--- src/inc/sadc_pkg.sv ---
`default_nettype none
package sadc_pkg;
	// Conversion timing
	localparam real QUANTIZE_TIME_NS  = 3200.0;
	localparam real CLOCK_PERIOD_NS   = 10.0;
	localparam int  QUANTIZE_CYCLES   = int'(QUANTIZE_TIME_NS / CLOCK_PERIOD_NS);
	localparam int  RESULT_BITS       = 16;
	localparam int  SAMPLE_CLOCKS_ONE = 16;
	localparam int  SAMPLE_CLOCKS_TWO = 14;
	localparam int  CONFIG_BITS       = 2;
	localparam logic [1:0] MUX_RESET  = 2'h2;

	typedef enum logic [1:0] {
		SADC_SAMPLE  = 2'b00,
		SADC_CONVERT = 2'b01,
		SADC_SLEEP   = 2'b10
	} sadc_state_e;

	// Analog front end selection driven to the converter core
	typedef struct packed {
		logic positiveIsB;
		logic negativeIsB;
		logic negativeIsGround;
	} sadc_mux_s;
endpackage
`default_nettype wire

--- src/rtl/sadc_serial_interface.sv ---
// Behaviour
// - Trigger rising edge starts conversion; done after quantize time.
// - Trigger still high after conversion: enter sleep until trigger falls.
// - Trigger falling: sample mode, result output enabled; disabled while trigger high.
// - Each new result bit driven on shift clock falling edge.
// - After all result bits, zeros shifted while trigger stays low.
// - Result is unipolar straight binary, zero to full scale minus one LSB.
// - Two-channel variant takes 2 config bits on rising edges after trigger falls.
// - Further config bits ignored until next conversion cycle.
// - Both parties change on falling, sample on rising shift clock edges.
// - Config shifted in while result shifted out, full duplex.
// - Received config applies to next requested conversion, not current readout.
// - Pair/polarity decode: 10 A-gnd, 11 B-gnd, 00 A-B, 01 B-A.
// - Conversion completes within 3.2 us; host holds trigger high that long.
// - Sampling lasts 16 shift clocks (one-channel) or 14 (two-channel).
`timescale 1ns/1ps
`default_nettype none
module sadc_serial_interface #(
	parameter bit TWO_CHANNEL = 1'b1
) (
	input  wire logic                    clock,
	input  wire logic                    reset_n,
	input  wire logic                    sampleTrigger,
	input  wire logic                    shiftClock,
	input  wire logic                    serialConfigIn,
	input  wire logic [15:0]             convertedCode,
	output logic                         serialResultOut,
	output logic                         serialResultOe,
	output logic                         sampleMode,
	output logic                         sleepMode,
	output logic                         conversionDone,
	output sadc_pkg::sadc_mux_s          muxSelect
);

	// Two-flop synchronisers for pins; stage one read only by stage two
	logic [1:0] trigSync;
	logic [1:0] sckSync;
	logic [1:0] sdiSync;
	logic       trigLast;
	logic       sckLast;
	always_ff @(posedge clock or negedge reset_n)
	begin
		if (!reset_n)
		begin
			trigSync <= 2'h3;
			sckSync  <= 2'h0;
			sdiSync  <= 2'h0;
			trigLast <= 1'b1;
			sckLast  <= 1'b0;
		end
		else
		begin
			trigSync <= {trigSync[0], sampleTrigger};
			sckSync  <= {sckSync[0], shiftClock};
			sdiSync  <= {sdiSync[0], serialConfigIn};
			trigLast <= trigSync[1];
			sckLast  <= sckSync[1];
		end
	end

	wire trigHigh = trigSync[1];
	wire trigRise = trigSync[1] && !trigLast;
	wire trigFall = !trigSync[1] && trigLast;
	wire sckRise  = sckSync[1] && !sckLast;
	wire sckFall  = !sckSync[1] && sckLast;

	function automatic sadc_pkg::sadc_mux_s decodeMux(input logic [1:0] word);
		sadc_pkg::sadc_mux_s m;
		m = '0;
		case (word)
			2'b10:   m = '{positiveIsB: 1'b0, negativeIsB: 1'b0, negativeIsGround: 1'b1};
			2'b11:   m = '{positiveIsB: 1'b1, negativeIsB: 1'b0, negativeIsGround: 1'b1};
			2'b00:   m = '{positiveIsB: 1'b0, negativeIsB: 1'b1, negativeIsGround: 1'b0};
			default: m = '{positiveIsB: 1'b1, negativeIsB: 1'b0, negativeIsGround: 1'b0};
		endcase
		return m;
	endfunction

	sadc_pkg::sadc_state_e state;
	sadc_pkg::sadc_state_e next_state;
	logic [11:0] convCount;
	logic [11:0] next_convCount;
	logic [15:0] shiftReg;
	logic [15:0] next_shiftReg;
	logic [4:0]  bitCount;
	logic [4:0]  next_bitCount;
	logic [4:0]  sampleCount;
	logic [4:0]  next_sampleCount;
	logic [1:0]  cfgShift;
	logic [1:0]  next_cfgShift;
	logic [1:0]  cfgCount;
	logic [1:0]  next_cfgCount;
	logic [1:0]  muxWord;
	logic [1:0]  next_muxWord;
	logic        dataOut;
	logic        next_dataOut;
	logic        done;
	logic        next_done;

	localparam logic [11:0] SAMPLE_TRIGGER_LAST = 12'(sadc_pkg::QUANTIZE_CYCLES - 1);
	localparam logic [4:0]  SAMPLE_LEN = TWO_CHANNEL ? 5'(sadc_pkg::SAMPLE_CLOCKS_TWO)
		: 5'(sadc_pkg::SAMPLE_CLOCKS_ONE);

	// Conversion, sleep and transfer sequencing
	always_comb
	begin
		next_state       = state;
		next_convCount   = convCount;
		next_shiftReg    = shiftReg;
		next_bitCount    = bitCount;
		next_sampleCount = sampleCount;
		next_cfgShift    = cfgShift;
		next_cfgCount    = cfgCount;
		next_muxWord     = muxWord;
		next_dataOut     = dataOut;
		next_done        = done;
		case (state)
			sadc_pkg::SADC_SAMPLE:
			begin
				if (trigRise)
				begin
					next_state     = sadc_pkg::SADC_CONVERT;
					next_convCount = '0;
					next_done      = 1'b0;
					next_cfgCount  = '0; // New cycle re-arms config capture
					// Config taken this transfer steers the conversion now requested
					if (cfgCount == 2'(sadc_pkg::CONFIG_BITS))
						next_muxWord = cfgShift;
				end
				else
				begin
					if (sckRise)
					begin
						if (sampleCount < SAMPLE_LEN)
							next_sampleCount = sampleCount + 5'h1;
						// Full duplex capture alongside readout
						if (TWO_CHANNEL && cfgCount < 2'(sadc_pkg::CONFIG_BITS))
						begin
							next_cfgShift = {cfgShift[0], sdiSync[1]};
							next_cfgCount = cfgCount + 2'h1;
						end
					end
					if (sckFall)
					begin
						// MSB first, then zero fill forever
						next_dataOut  = shiftReg[15];
						next_shiftReg = {shiftReg[14:0], 1'b0};
						if (bitCount < 5'(sadc_pkg::RESULT_BITS))
							next_bitCount = bitCount + 5'h1;
					end
				end
			end
			sadc_pkg::SADC_CONVERT:
			begin
				if (convCount == SAMPLE_TRIGGER_LAST)
				begin
					next_done        = 1'b1;
					// Sampling interval restarts even when the trigger is already low
					next_sampleCount = '0;
					// Straight binary code latched as produced by the core
					next_dataOut  = convertedCode[15];
					next_shiftReg = {convertedCode[14:0], 1'b0};
					next_bitCount = 5'h1;
					next_state    = trigHigh ? sadc_pkg::SADC_SLEEP : sadc_pkg::SADC_SAMPLE;
				end
				else
					next_convCount = convCount + 12'h1;
			end
			sadc_pkg::SADC_SLEEP:
			begin
				if (trigFall)
				begin
					next_state       = sadc_pkg::SADC_SAMPLE;
					next_sampleCount = '0;
				end
			end
			default: next_state = sadc_pkg::SADC_SAMPLE;
		endcase
	end

	// Register the sequencer state, counters, shift and config registers, mux word and outputs
	always_ff @(posedge clock or negedge reset_n)
	begin
		if (!reset_n)
		begin
			state       <= sadc_pkg::SADC_SLEEP;
			convCount   <= '0;
			shiftReg    <= '0;
			bitCount    <= '0;
			sampleCount <= '0;
			cfgShift    <= '0;
			cfgCount    <= '0;
			muxWord     <= sadc_pkg::MUX_RESET;
			dataOut     <= 1'b0;
			done        <= 1'b0;
		end
		else
		begin
			state       <= next_state;
			convCount   <= next_convCount;
			shiftReg    <= next_shiftReg;
			bitCount    <= next_bitCount;
			sampleCount <= next_sampleCount;
			cfgShift    <= next_cfgShift;
			cfgCount    <= next_cfgCount;
			muxWord     <= next_muxWord;
			dataOut     <= next_dataOut;
			done        <= next_done;
		end
	end

	// Output enable needs synchronised trigger low and a state other than convert, so a conversion never drives the pin
	assign serialResultOut = dataOut;
	assign serialResultOe  = !trigHigh && state != sadc_pkg::SADC_CONVERT;
	assign sampleMode      = state == sadc_pkg::SADC_SAMPLE && !trigHigh
		&& sampleCount < SAMPLE_LEN;
	assign sleepMode       = state == sadc_pkg::SADC_SLEEP;
	assign conversionDone  = done;
	assign muxSelect       = decodeMux(muxWord);

	// Cycles spent in the current conversion, kept apart from the sequencer
	// so that the check does not lean on the counter that it judges
	logic [11:0] convAge;
	logic [11:0] next_convAge;
	always_comb
	begin
		next_convAge = (state == sadc_pkg::SADC_CONVERT) ? convAge + 12'h1 : 12'h0;
	end
	always_ff @(posedge clock or negedge reset_n)
	begin
		if (!reset_n)
			convAge <= 12'h0;
		else
			convAge <= next_convAge;
	end

	property p_sample_trigger_time;
		@(posedge clock) disable iff (!reset_n)
		(state != sadc_pkg::SADC_CONVERT && convAge != 12'h0)
			|-> convAge == 12'(sadc_pkg::QUANTIZE_CYCLES);
	endproperty
	a_sample_trigger_time: assert property (p_sample_trigger_time) else $error("conversion time wrong");

	property p_sample_trigger_bound;
		@(posedge clock) disable iff (!reset_n)
		(state == sadc_pkg::SADC_CONVERT) |-> convAge < 12'(sadc_pkg::QUANTIZE_CYCLES);
	endproperty
	a_sample_trigger_bound: assert property (p_sample_trigger_bound) else $error("conversion overran");

	property p_start;
		@(posedge clock) disable iff (!reset_n)
		(trigRise && state == sadc_pkg::SADC_SAMPLE) |=> state == sadc_pkg::SADC_CONVERT;
	endproperty
	a_start: assert property (p_start) else $error("conversion did not start");

	property p_sleep;
		@(posedge clock) disable iff (!reset_n)
		(state == sadc_pkg::SADC_CONVERT && convCount == SAMPLE_TRIGGER_LAST && trigHigh)
			|=> sleepMode;
	endproperty
	a_sleep: assert property (p_sleep) else $error("sleep not entered");

	property p_oe_off;
		@(posedge clock) disable iff (!reset_n)
		trigHigh |-> !serialResultOe;
	endproperty
	a_oe_off: assert property (p_oe_off) else $error("output on while trigger high");

	property p_shift;
		@(posedge clock) disable iff (!reset_n)
		(sckFall && state == sadc_pkg::SADC_SAMPLE && !trigRise)
			|=> serialResultOut == $past(shiftReg[15]);
	endproperty
	a_shift: assert property (p_shift) else $error("bit not shifted on falling edge");

	property p_zero;
		@(posedge clock) disable iff (!reset_n)
		(state == sadc_pkg::SADC_SAMPLE && bitCount == 5'(sadc_pkg::RESULT_BITS)
			&& sckFall && !trigRise) |=> !serialResultOut;
	endproperty
	a_zero: assert property (p_zero) else $error("zero fill missing");

	property p_cfg_limit;
		@(posedge clock) disable iff (!reset_n)
		(cfgCount == 2'h2 && !trigRise) |=> cfgCount == 2'h2 && $stable(cfgShift);
	endproperty
	a_cfg_limit: assert property (p_cfg_limit) else $error("extra config bit taken");

	property p_next_mux;
		@(posedge clock) disable iff (!reset_n)
		(!trigRise) |=> $stable(muxWord);
	endproperty
	a_next_mux: assert property (p_next_mux) else $error("mux changed mid transfer");

	// A complete word taken in the last transfer steers the conversion just started
	property p_mux_load;
		@(posedge clock) disable iff (!reset_n)
		(trigRise && state == sadc_pkg::SADC_SAMPLE && cfgCount == 2'(sadc_pkg::CONFIG_BITS))
			|=> muxWord == $past(cfgShift);
	endproperty
	a_mux_load: assert property (p_mux_load) else $error("config word not applied");

endmodule // sadc_serial_interface
`default_nettype wire

--- config.mk ---
export PLATFORM = sky130hd
export DESIGN_NAME = sadc_serial_interface
export DESIGN_NICKNAME = d
export VERILOG_FILES = /design/src/inc/sadc_pkg.sv /design/src/rtl/sadc_serial_interface.sv
export SDC_FILE = /design/constraint.sdc
export NUM_CORES = 1
export LEC_CHECK = 0
export BUFFER_PORTS_ARGS = -buffer_cell sky130_fd_sc_hd__buf_2
export CAP_MARGIN = 0
export CORE_AREA = 2 2 107 57
export CTS_CLUSTER_SIZE = 14
export DETAILED_ROUTE_END_ITERATION = 7
export DIE_AREA = 0 0 109 59
export GPL_ROUTABILITY_DRIVEN = 0
export MAX_ROUTING_LAYER = met4
export PLACE_DENSITY = 0.7
export SYNTH_ARGS = -nofsm -noshare
export SYNTH_HDL_FRONTEND = slang
export SYNTH_SLANG_ARGS = --single-unit
--- constraint.sdc ---
create_clock -name clock -period 6.85 [get_ports clock]
set_clock_uncertainty 0.2 [all_clocks]
set_input_delay 1.0275 -clock clock [delete_from_list [all_inputs] [get_ports clock]]
set_output_delay 1.0275 -clock clock [all_outputs]
set_load 0.01 [all_outputs]
==> results of run 1 <==
## Yosys cell counts, types with 3 or more instances
library cell and count:
nand3_1 10, inv_1 13, clkbuf_1 8, mux2_2 24, nor2_1 9, o41ai_1 5
o21ai_0 10, ha_1 7, dfstp_2 5, nand4_1 5, nand2b_1 3, nand2_1 16
mux2_4 11, a21oi_1 5, o211ai_1 3, nor4_1 3, dfrtp_1 45, o21a_1 3
nand3b_1 3, nor3_1 3
## logic make-up after synthesis
| logic type | synth area share |
|---|---|
| DFF | 0.469 |
| muxes | 0.166 |
| AOI/OAI and AO/OA | 0.145 |
| adders and majority gates | 0.0326 |
| and+or+nand+nor | 0.134 |
| buffers and inverters | 0.0531 |
## how the worst max path moves through the flow
stage | slack (ps) | startpoint | to | cells past startpoint
2_1_floorplan | 4050 | state[1]$_DFFE_PN1P_ | serialResultOe | 6
3_3_place_gp | 3960 | convCount[6]$_DFFE_PN0P_ | serialResultOut$_DFFE_PN0P_ | 4
3_5_place_dp | 3920 | convCount[6]$_DFFE_PN0P_ | serialResultOut$_DFFE_PN0P_ | 4
4_1_cts | 3890 | convCount[6]$_DFFE_PN0P_ | serialResultOut$_DFFE_PN0P_ | 4
5_1_grt | 3800 | convCount[6]$_DFFE_PN0P_ | serialResultOut$_DFFE_PN0P_ | 4
6_report | 3890 | convCount[6]$_DFFE_PN0P_ | serialResultOut$_DFFE_PN0P_ | 4
## final cells by class
class	instances	share of cell area
clock buffer	5	0.0234
clock inverter	3	0.0149
inverter	13	0.0166
multi-input combinational	160	0.436
sequential	50	0.427
tap	73	0.0311
timing repair buffer	29	0.0502
## state kept, by name, indices dropped and copies added (netlist names), 2 cells and up
signal       count
muxWord          2
state            2
cfgCount         2
cfgShift         2
sampleCount      5
sdiSync          2
convCount       12
sckSync          2
trigSync         2
shiftReg        15
## per-layer routing
metal	up-vias	wire length, um	part of all wire	global-route usage
li1	923	-	-	-
met1	907	2330	0.48	0.226
met2	49	2180	0.45	0.273
met3	10	232	0.048	0.0462
met4	0	70	0.015	0.0586
met5	-	0	0	-
## per-stage QoR
stage	power (W)	area, um2	setup WS [ps]
final	0.00115	2940	3890
after global routing	0.00123	2940	3800
after CTS	0.00116	2940	3890
after detailed placement	0.000944	2830	3920
after global placement	0.000924	2830	3960
after floorplan	0.000861	2680	4050
## report_power, final
part	internal, W	total [W]	switching (W)	leakage, nW
clock	0.000110	0.000210	0.000101	0.0585
sequential	0.000388	0.000450	0.0000620	0.617
combinational	0.000258	0.000486	0.000228	0.625
total	0.000756	0.00115	0.000390	1.30
==> flow_summary_export.csv, run 1 <==
group,metric,value,unit
timing,tightest_slew,1070,ps
die,die_h,59,um
clock_network,cts_sinks,50,
synthesis,synth_largest_area_cell,"dfrtp_1",
synthesis,synth_top_cell_area_share,0.420,
synthesis,synthFlopType,"dfrtp_1",
clock_network,htreeDepth,2,
hold_path,hold_start,"sckSync[0]$_DFF_PN0_",
layout,multiInputGateArea,0.00128,mm2
die,initial_core_util,0.497,
die,rows,19,
route,routedWlPerCell,14.5,um
route,drt_wl_total,4820,um
global_routing,grt_pass1_wl,8470,um
clock_network,clk_pin_slew,100,ps
global_routing,gr-total-overflow,0,
timing,max_slew_margin,0.285,
worst_setup_path,critPathMaxStageDelay,620,ps
layout,diodes,0,
clock_network,post_cts_resized,0,
worst_setup_path,crit_type,"flip-flop to flip-flop",
synthesis,synth_area_leaders,"dfrtp_1, mux2_2, mux2_4",
synthesis,syn_area_per_cell,11.4,um2
worst_setup_path,path_buf_inv,0,
synthesis,ys_ff_latch,50,
route,dr.pass1.iters,4,
worst_setup_path,crit_path_start_kind,"flip-flop",
synthesis,syn_area,0.00268,mm2
clock_network,hold_buffers,0,
worst_setup_path,r2r_cells,4,
layout,final_common_cell,"dfrtp_1",
pwr,p_leak,1.30,nW
layout,drive_above_1_share,0.327,
timing,finalSetupTns,0,ps
pwr,vdd_drop_max,0.000197,V
place,port_buffers,28,
synthesis,synth_edf_count,0,
timing,fmax,338,MHz
layout,fin_util,0.545,
timing,post-route-period-util,0.432,
die,die_x,109,um
global_routing,antenna_found_initial,0,
synthesis,async_flop_share,1.00,
worst_setup_path,endpoint_kind,"flip-flop",
worst_setup_path,reg2reg_to,"serialResultOut$_DFFE_PN0P_",
route,via_per_inst,5.67,
hold_path,hp-class,"flip-flop to flip-flop",
route,initialDrtViolationCount,150,
timing,hold_slack,157,ps
timing,rsz0062_at_grt,"no",
pwr,powerDensity,390,mW/mm2
route,final_antenna_net_count,0,
clock_network,cts_tree,"yes",
timing,setup_violations,0,
global_routing,grt_pass1_vias,1876,
worst_setup_path,cp.required,6840,ps
clock_network,clock_path_buffers,2,
layout,final_cell_mix,"dfrtp_1, buf_2, mux2_2",
die,coreArea,0.00540,mm2
route,dr_total_vias,1889,
synthesis,yosys_warnings,0,
place,place_hpwl,3360,um
run,drv_cap,0,
die,die_area,0.00643,mm2
clock_network,cts_buffers,5,
worst_setup_path,ff2ff_setup_slack,3890,ps
synthesis,syn-instance-count,236,
worst_setup_path,critical-path-top-delay-family,"simple AND/OR/NAND/NOR gates",
timing,finalMaxSlewViolations,0,
hold_path,min_to,"sckSync[1]$_DFF_PN0_",
worst_setup_path,crit_fanout,16,
layout,fillers,460,
global_routing,grtUsageTotal,0.175,
synthesis,synth.net_count,264,
die,boundaryPins,29,
worst_setup_path,cp.arrival,2950,ps
worst_setup_path,cp_cell_sequence,"or4b_4, or4_4, a22oi_4, mux2_2",
layout,finalNonFillerCells,333,
clock_network,clkLatencyLatePin,310,ps
layout,num-nets-final,287,
layout,synthToLayoutAreaGrowth,9.60,%
worst_setup_path,worst_path_max_delay_cell,"a22oi_4",
timing,period_needed,2960,ps
hold_path,whs_path_depth,0,
clock_network,cts_root_buffer,"clkbuf_8",
worst_setup_path,r2r_start,"convCount[6]$_DFFE_PN0P_",
synthesis,yosysSeqAreaShare,0.469,
synthesis,ys_types,54,
clock_network,post_cts.repair.setup_buffers,0,
place,dp_cells,325,
layout,regArea,0.00126,mm2
global_routing,grt_max_degree,51,
timing,finalHoldViolCount,0,
route,drc,0,
run_status,outcome,"complete, no violations",
Power figures use the tool's default switching activity.
==> run 2, diff against run 1 <==
PLACE_DENSITY = 0.72   (was 0.7)
clock period = 2.55 ns   (was 6.85 ns; I/O delays follow)
==> run 2 against run 1 <==
  * The run now ends with setup timing left
  * Cell area grew 4.3%
  * Non-clock buffer count grew 16
  * Flip-flop and latch count is the same
  * Highest routed layer unchanged
==> flow_summary_export.csv, run 2 (synthesis gave the netlist of run 1 again) <==
group,metric,value,unit
run_status,outcome,"complete, but fails checks",
run_status,violations,"setup timing",
pwr,p_leak,1.37,nW
global_routing,antenna_found_initial,0,
global_routing,gr-total-overflow,0,
route,drc,0,
global_routing,grt_pass1_vias,2060,
hold_path,hold_start,"convertedCode[0]",
clock_network,cts_sinks,50,
place,place_hpwl,3790,um
timing,tightest_slew,630,ps
route,final_antenna_net_count,0,
worst_setup_path,cp_cell_sequence,"or4b_4, or4_4, a22oi_4, buf_12, mux2_2",
pwr,power.clock.fraction,0.152,
die,die_x,109,um
worst_setup_path,crit_type,"flip-flop to flip-flop",
pwr,pwr-share-seq,0.390,
timing,setup_slack,-28.8,ps
layout,reg_top3,"shiftReg: 15 flops, convCount: 12 flops, sampleCount: 5 flops",
layout,top_register,"shiftReg",
timing,finalMaxSlewViolations,0,
worst_setup_path,critPathMaxStageDelay,580,ps
pwr,powerDensity,1010,mW/mm2
worst_setup_path,critical-path-top-delay-family,"simple AND/OR/NAND/NOR gates",
hold_path,hp-class,"input port to flip-flop",
die,die_h,59,um
layout,final_cell_mix,"dfrtp_1, buf_2, mux2_2",
die,die_area,0.00643,mm2
run,drv_cap,0,
worst_setup_path,r2r_start,"convCount[9]$_DFFE_PN0P_",
clock_network,cts_buffers,5,
pwr,p_sw,0.00111,W
pwr,p_total,0.00311,W
die,rows,19,
layout,synthToLayoutAreaGrowth,14.3,%
worst_setup_path,cp.required,2550,ps
place,port_buffers,28,
route,via_per_inst,5.70,
timing,max_slew_margin,0.580,
worst_setup_path,crit_fanout,16,
die,coreArea,0.00540,mm2
pwr,vdd_drop_max,0.000658,V
global_routing,grt_max_degree,51,
layout,final_common_cell,"dfrtp_1",
worst_setup_path,crit_path_start_kind,"flip-flop",
worst_setup_path,cp.arrival,2580,ps
timing,fmax,388,MHz
die,initial_core_util,0.497,
worst_setup_path,startpoint,"convCount[9]$_DFFE_PN0P_",
layout,stdcell_area,0.00307,mm2
layout,diodes,0,
clock_network,cts_root_buffer,"clkbuf_8",
place,post-place-ws,-18.7,ps
worst_setup_path,endpoint_kind,"flip-flop",
clock_network,clkLatencyLatePin,310,ps
clock_network,clock_path_buffers,2,
pwr,switching_share,0.356,
die,boundaryPins,29,
clock_network,htreeDepth,2,
timing,post-route-period-util,1.01,
timing,rsz0062_at_grt,"yes",
route,initialDrtViolationCount,149,
timing,setup_violations,6,
layout,num-nets-final,303,
timing,finalHoldViolCount,0,
clock_network,clk_pin_slew,90,ps
route,dr_total_vias,1991,
pwr,internal_power,0.00200,W
route,routedWlPerCell,15.7,um
clock_network,cts_tree,"yes",
layout,drive_above_1_share,0.359,
worst_setup_path,path_buf_inv,1,
route,dr.pass1.iters,5,
worst_setup_path,worst_path_max_delay_cell,"or4b_4",
layout,largest_reg_flops,15,
pwr,combPwrFrac,0.458,
place,placed_area,0.00293,mm2
timing,hold_slack,119,ps
global_routing,grt_pass1_wl,9620,um
timing,period_needed,2580,ps
global_routing,grtUsageTotal,0.202,
route,drt_wl_total,5470,um
==> run 2: final cells by class <==
type	count	area, um2
well taps	73	91.3
inverters	13	48.8
fillers	449	2330
repair buffers	45	290
clock buffers	5	68.8
multi-input cells	160	1290
flip-flops and latches	50	1260
clock inverters	3	21.3
==> run 2: metal layers <==
layer	global-route usage	part of all wire
met2	0.318	0.47
met4	0.0897	0.014
met3	0.0396	0.033
met1	0.257	0.48
met5	-	0
==> run 2: power by group through the flow <==
stage               registers [W]  logic, W  clock network, W
global placement          0.00121   0.00134                 0
floorplan                 0.00118   0.00117                 0
finish                    0.00121   0.00143          0.000472
CTS                       0.00121   0.00141          0.000487
detailed placement        0.00122   0.00141                 0
global route              0.00125   0.00156          0.000521
==> run 2: repair_timing <==
action,CTS,global route
gates resized for setup,0,1
setup buffers,0,0
hold buffers,4,0
endpoints found under the hold margin,48,0
endpoints found under the setup margin,6,20
==> run 2: through the flow <==
stage,instances,TNS (ps),utilization
2_1_floorplan,236,-843,-
3_3_place_gp,337,0,0.544
3_5_place_dp,337,-90.3,0.544
4_1_cts,349,-169,0.568
5_1_grt,349,-828,0.569
6_report,349,-151,0.569
==> run 2: path summary, 6_finish.rpt <==
path,endpoint,slack [ps],cells past startpoint
min in group asynchronous,shiftReg[5]$_DFFE_PN0P_,490,3
worst max register to register,shiftReg[4]$_DFFE_PN0P_,-30,5
max in group asynchronous,sampleCount[3]$_DFFE_PN0P_,1230,3
worst max-delay path,shiftReg[4]$_DFFE_PN0P_,-30,5
worst min register to register,sckSync[1]$_DFF_PN0_,150,0
worst min-delay path,shiftReg[1]$_DFFE_PN0P_,120,3
==> run 2: worst reg2reg max path, stage by stage, from the launching register on <==
cell	delay, ps
dfrtp_1	400
or4b_4	580
or4_4	560
a22oi_4	200
buf_12	190
mux2_2	350
==> run 3, diff against run 2 <==
--- a/constraint.sdc
+++ b/constraint.sdc
@@ -4,2 +4,2 @@
 set_output_delay 0.3825 -clock clock [all_outputs]
-set_load 0.01 [all_outputs]
+set_load 0.005 [all_outputs]
==> run 3 against run 2 <==
  * The flow finishes with violations (hold timing, setup timing)
  * Largest cell class unchanged
  * Sequential share of layout area fell by 0.20 points
  * Highest routed layer unchanged
  * Via count fell by 0.55%
  * Power rose by 2.2%
  * Combinational power barely moved
  * Critical endpoint is now shiftReg[2]$_DFFE_PN0P_
  * Non-clock buffer count fell by 1
  * Cell area rose by 0.49%
  * Critical path type unchanged
  * Maximum frequency rose by 0.46%
  * Cell count fell by 0.29%
  * Die area did not move
  * First-iteration DRC count fell by 23%
==> flow_summary_export.csv, run 3 (synthesis gave the netlist of run 1 again) <==
group,metric,value,unit
pwr,pwr-share-seq,0.381,
pwr,power.clock.fraction,0.174,
route,via_per_inst,5.69,
worst_setup_path,cp_cell_sequence,"or4b_4, or4_4, a22oi_4, buf_12, mux2_2",
timing,setup_violations,5,
global_routing,gr-total-overflow,0,
timing,setup_slack,-17.1,ps
pwr,switching_share,0.337,
clock_network,cts_root_buffer,"clkbuf_8",
pwr,p_leak,1.38,nW
route,drt_wl_total,5320,um
global_routing,grt_pass1_wl,9440,um
clock_network,htreeDepth,2,
place,port_buffers,28,
run_status,outcome,"complete, but fails checks",
timing,period_needed,2570,ps
worst_setup_path,crit_path_start_kind,"flip-flop",
die,die_x,109,um
place,dp_cells,337,
route,dr_total_vias,1980,
clock_network,clk_pin_slew,90,ps
layout,largest_reg_flops,15,
pwr,p_sw,0.00107,W
timing,post-route-period-util,1.01,
layout,top_register,"shiftReg",
layout,final_cell_mix,"dfrtp_1, buf_2, mux2_2",
timing,finalHoldViolCount,45,
die,boundaryPins,29,
die,rows,19,
pwr,combPwrFrac,0.445,
worst_setup_path,crit_fanout,16,
layout,num-nets-final,302,
worst_setup_path,cp.required,2540,ps
timing,rsz0062_at_grt,"yes",
clock_network,post_cts.repair.setup_buffers,0,
route,drc,0,
layout,synthToLayoutAreaGrowth,14.9,%
layout,stdcell_area,0.00308,mm2
worst_setup_path,critPathMaxStageDelay,570,ps
layout,fin_util,0.571,
pwr,vdd_drop_max,0.000523,V
layout,diodes,0,
die,die_h,59,um
timing,fmax,390,MHz
global_routing,antenna_found_initial,0,
layout,reg_top3,"shiftReg: 15 flops, convCount: 12 flops, sampleCount: 5 flops",
run_status,violations,"hold timing, setup timing",
clock_network,cts_tree,"yes",
pwr,powerDensity,1030,mW/mm2
global_routing,grtUsageTotal,0.194,
place,place_hpwl,3690,um
die,coreArea,0.00540,mm2
timing,finalMaxSlewViolations,0,
worst_setup_path,ff2ff_setup_slack,-20,ps
timing,hold_slack,-30.4,ps
hold_path,hp-class,"input port to async pin",
global_routing,grt_max_degree,51,
clock_network,clock_path_buffers,2,
run,drv_cap,0,
worst_setup_path,cp.arrival,2550,ps
worst_setup_path,worst_path_max_delay_cell,"or4b_4",
timing,max_slew_margin,0.583,
clock_network,cts_sinks,50,
worst_setup_path,crit_type,"flip-flop to flip-flop",
place,placed_area,0.00293,mm2
pwr,internal_power,0.00211,W
timing,tightest_slew,625,ps
die,die_area,0.00643,mm2
route,dr.pass1.iters,4,
route,final_antenna_net_count,0,
clock_network,cts_buffers,5,
die,initial_core_util,0.497,
clock_network,clkLatencyLatePin,300,ps
layout,finalNonFillerCells,348,
worst_setup_path,r2r_cells,5,
layout,drive_above_1_share,0.364,
worst_setup_path,endpoint_kind,"flip-flop",
route,initialDrtViolationCount,114,
layout,final_common_cell,"dfrtp_1",
route,routedWlPerCell,15.3,um
global_routing,grt_pass1_vias,2006,
[run 3: layout make-up]
| type | instances | area, um2 |
|---|---|---|
| Clock buffer | 5 | 68.8 |
| Clock inverter | 3 | 40.0 |
| Sequential cell | 50 | 1260 |
| Timing Repair Buffer | 44 | 280 |
| Multi-Input combinational cell | 160 | 1300 |
| Fill cell | 450 | 2310 |
| Inverter | 13 | 48.8 |
| Tap cell | 73 | 91.3 |
[run 3: stage by stage]
step	TNS (ps)	power (W)	worst slack, ps
2_1_floorplan	-843	0.00233	-93.7
3_3_place_gp	0	0.00253	43.1
3_5_place_dp	0	0.00261	5.77
4_1_cts	-18.4	0.00317	-5.35
5_1_grt	-406	0.00341	-59.1
6_report	-63.4	0.00318	-17.1
[run 3: worst max-delay path, delay by kind of cell, from the launching register on]
family                 cells  cell delay, ps
muxes                      1             340
DFF                        1             390
buffers and inverters      1             190
AOI/OAI and AO/OA          1             200
and+or+nand+nor            2            1120
[run 3: per-layer routing]
metal | vias up | routed length (um) | track usage
met3 | 9 | 214 | 0.0363
met2 | 49 | 2510 | 0.316
met4 | 0 | 63 | 0.0531
met1 | 980 | 2530 | 0.252
met5 | - | 0 | -
li1 | 942 | - | -
[run 3: repair_timing]
item / 4_1_cts / 5_1_grt
hold buffers: 3 / 0
resized for setup: 0 / 3
endpoints found under the hold margin: 3 / 0
setup endpoints to repair: 4 / 17
[run 3: worst paths after layout]
check / startpoint / to
max: convCount[9]$_DFFE_PN0P_ / shiftReg[2]$_DFFE_PN0P_
min in group clock: convertedCode[0] / shiftReg[1]$_DFFE_PN0P_
max in group asynchronous: reset_n / cfgShift[0]$_DFFE_PN0P_
max reg2reg: convCount[9]$_DFFE_PN0P_ / shiftReg[2]$_DFFE_PN0P_
min reg2reg: sckSync[0]$_DFF_PN0_ / sckSync[1]$_DFF_PN0_
min: reset_n / shiftReg[5]$_DFFE_PN0P_
[run 3: power by group through the flow]
stage	logic, W	registers [W]	clock network, W
floorplan	0.00115	0.00117	0
global placement	0.00132	0.00121	0
detailed placement	0.00138	0.00122	0
CTS	0.00140	0.00121	0.000563
global route	0.00156	0.00125	0.000599
finish	0.00141	0.00121	0.000553
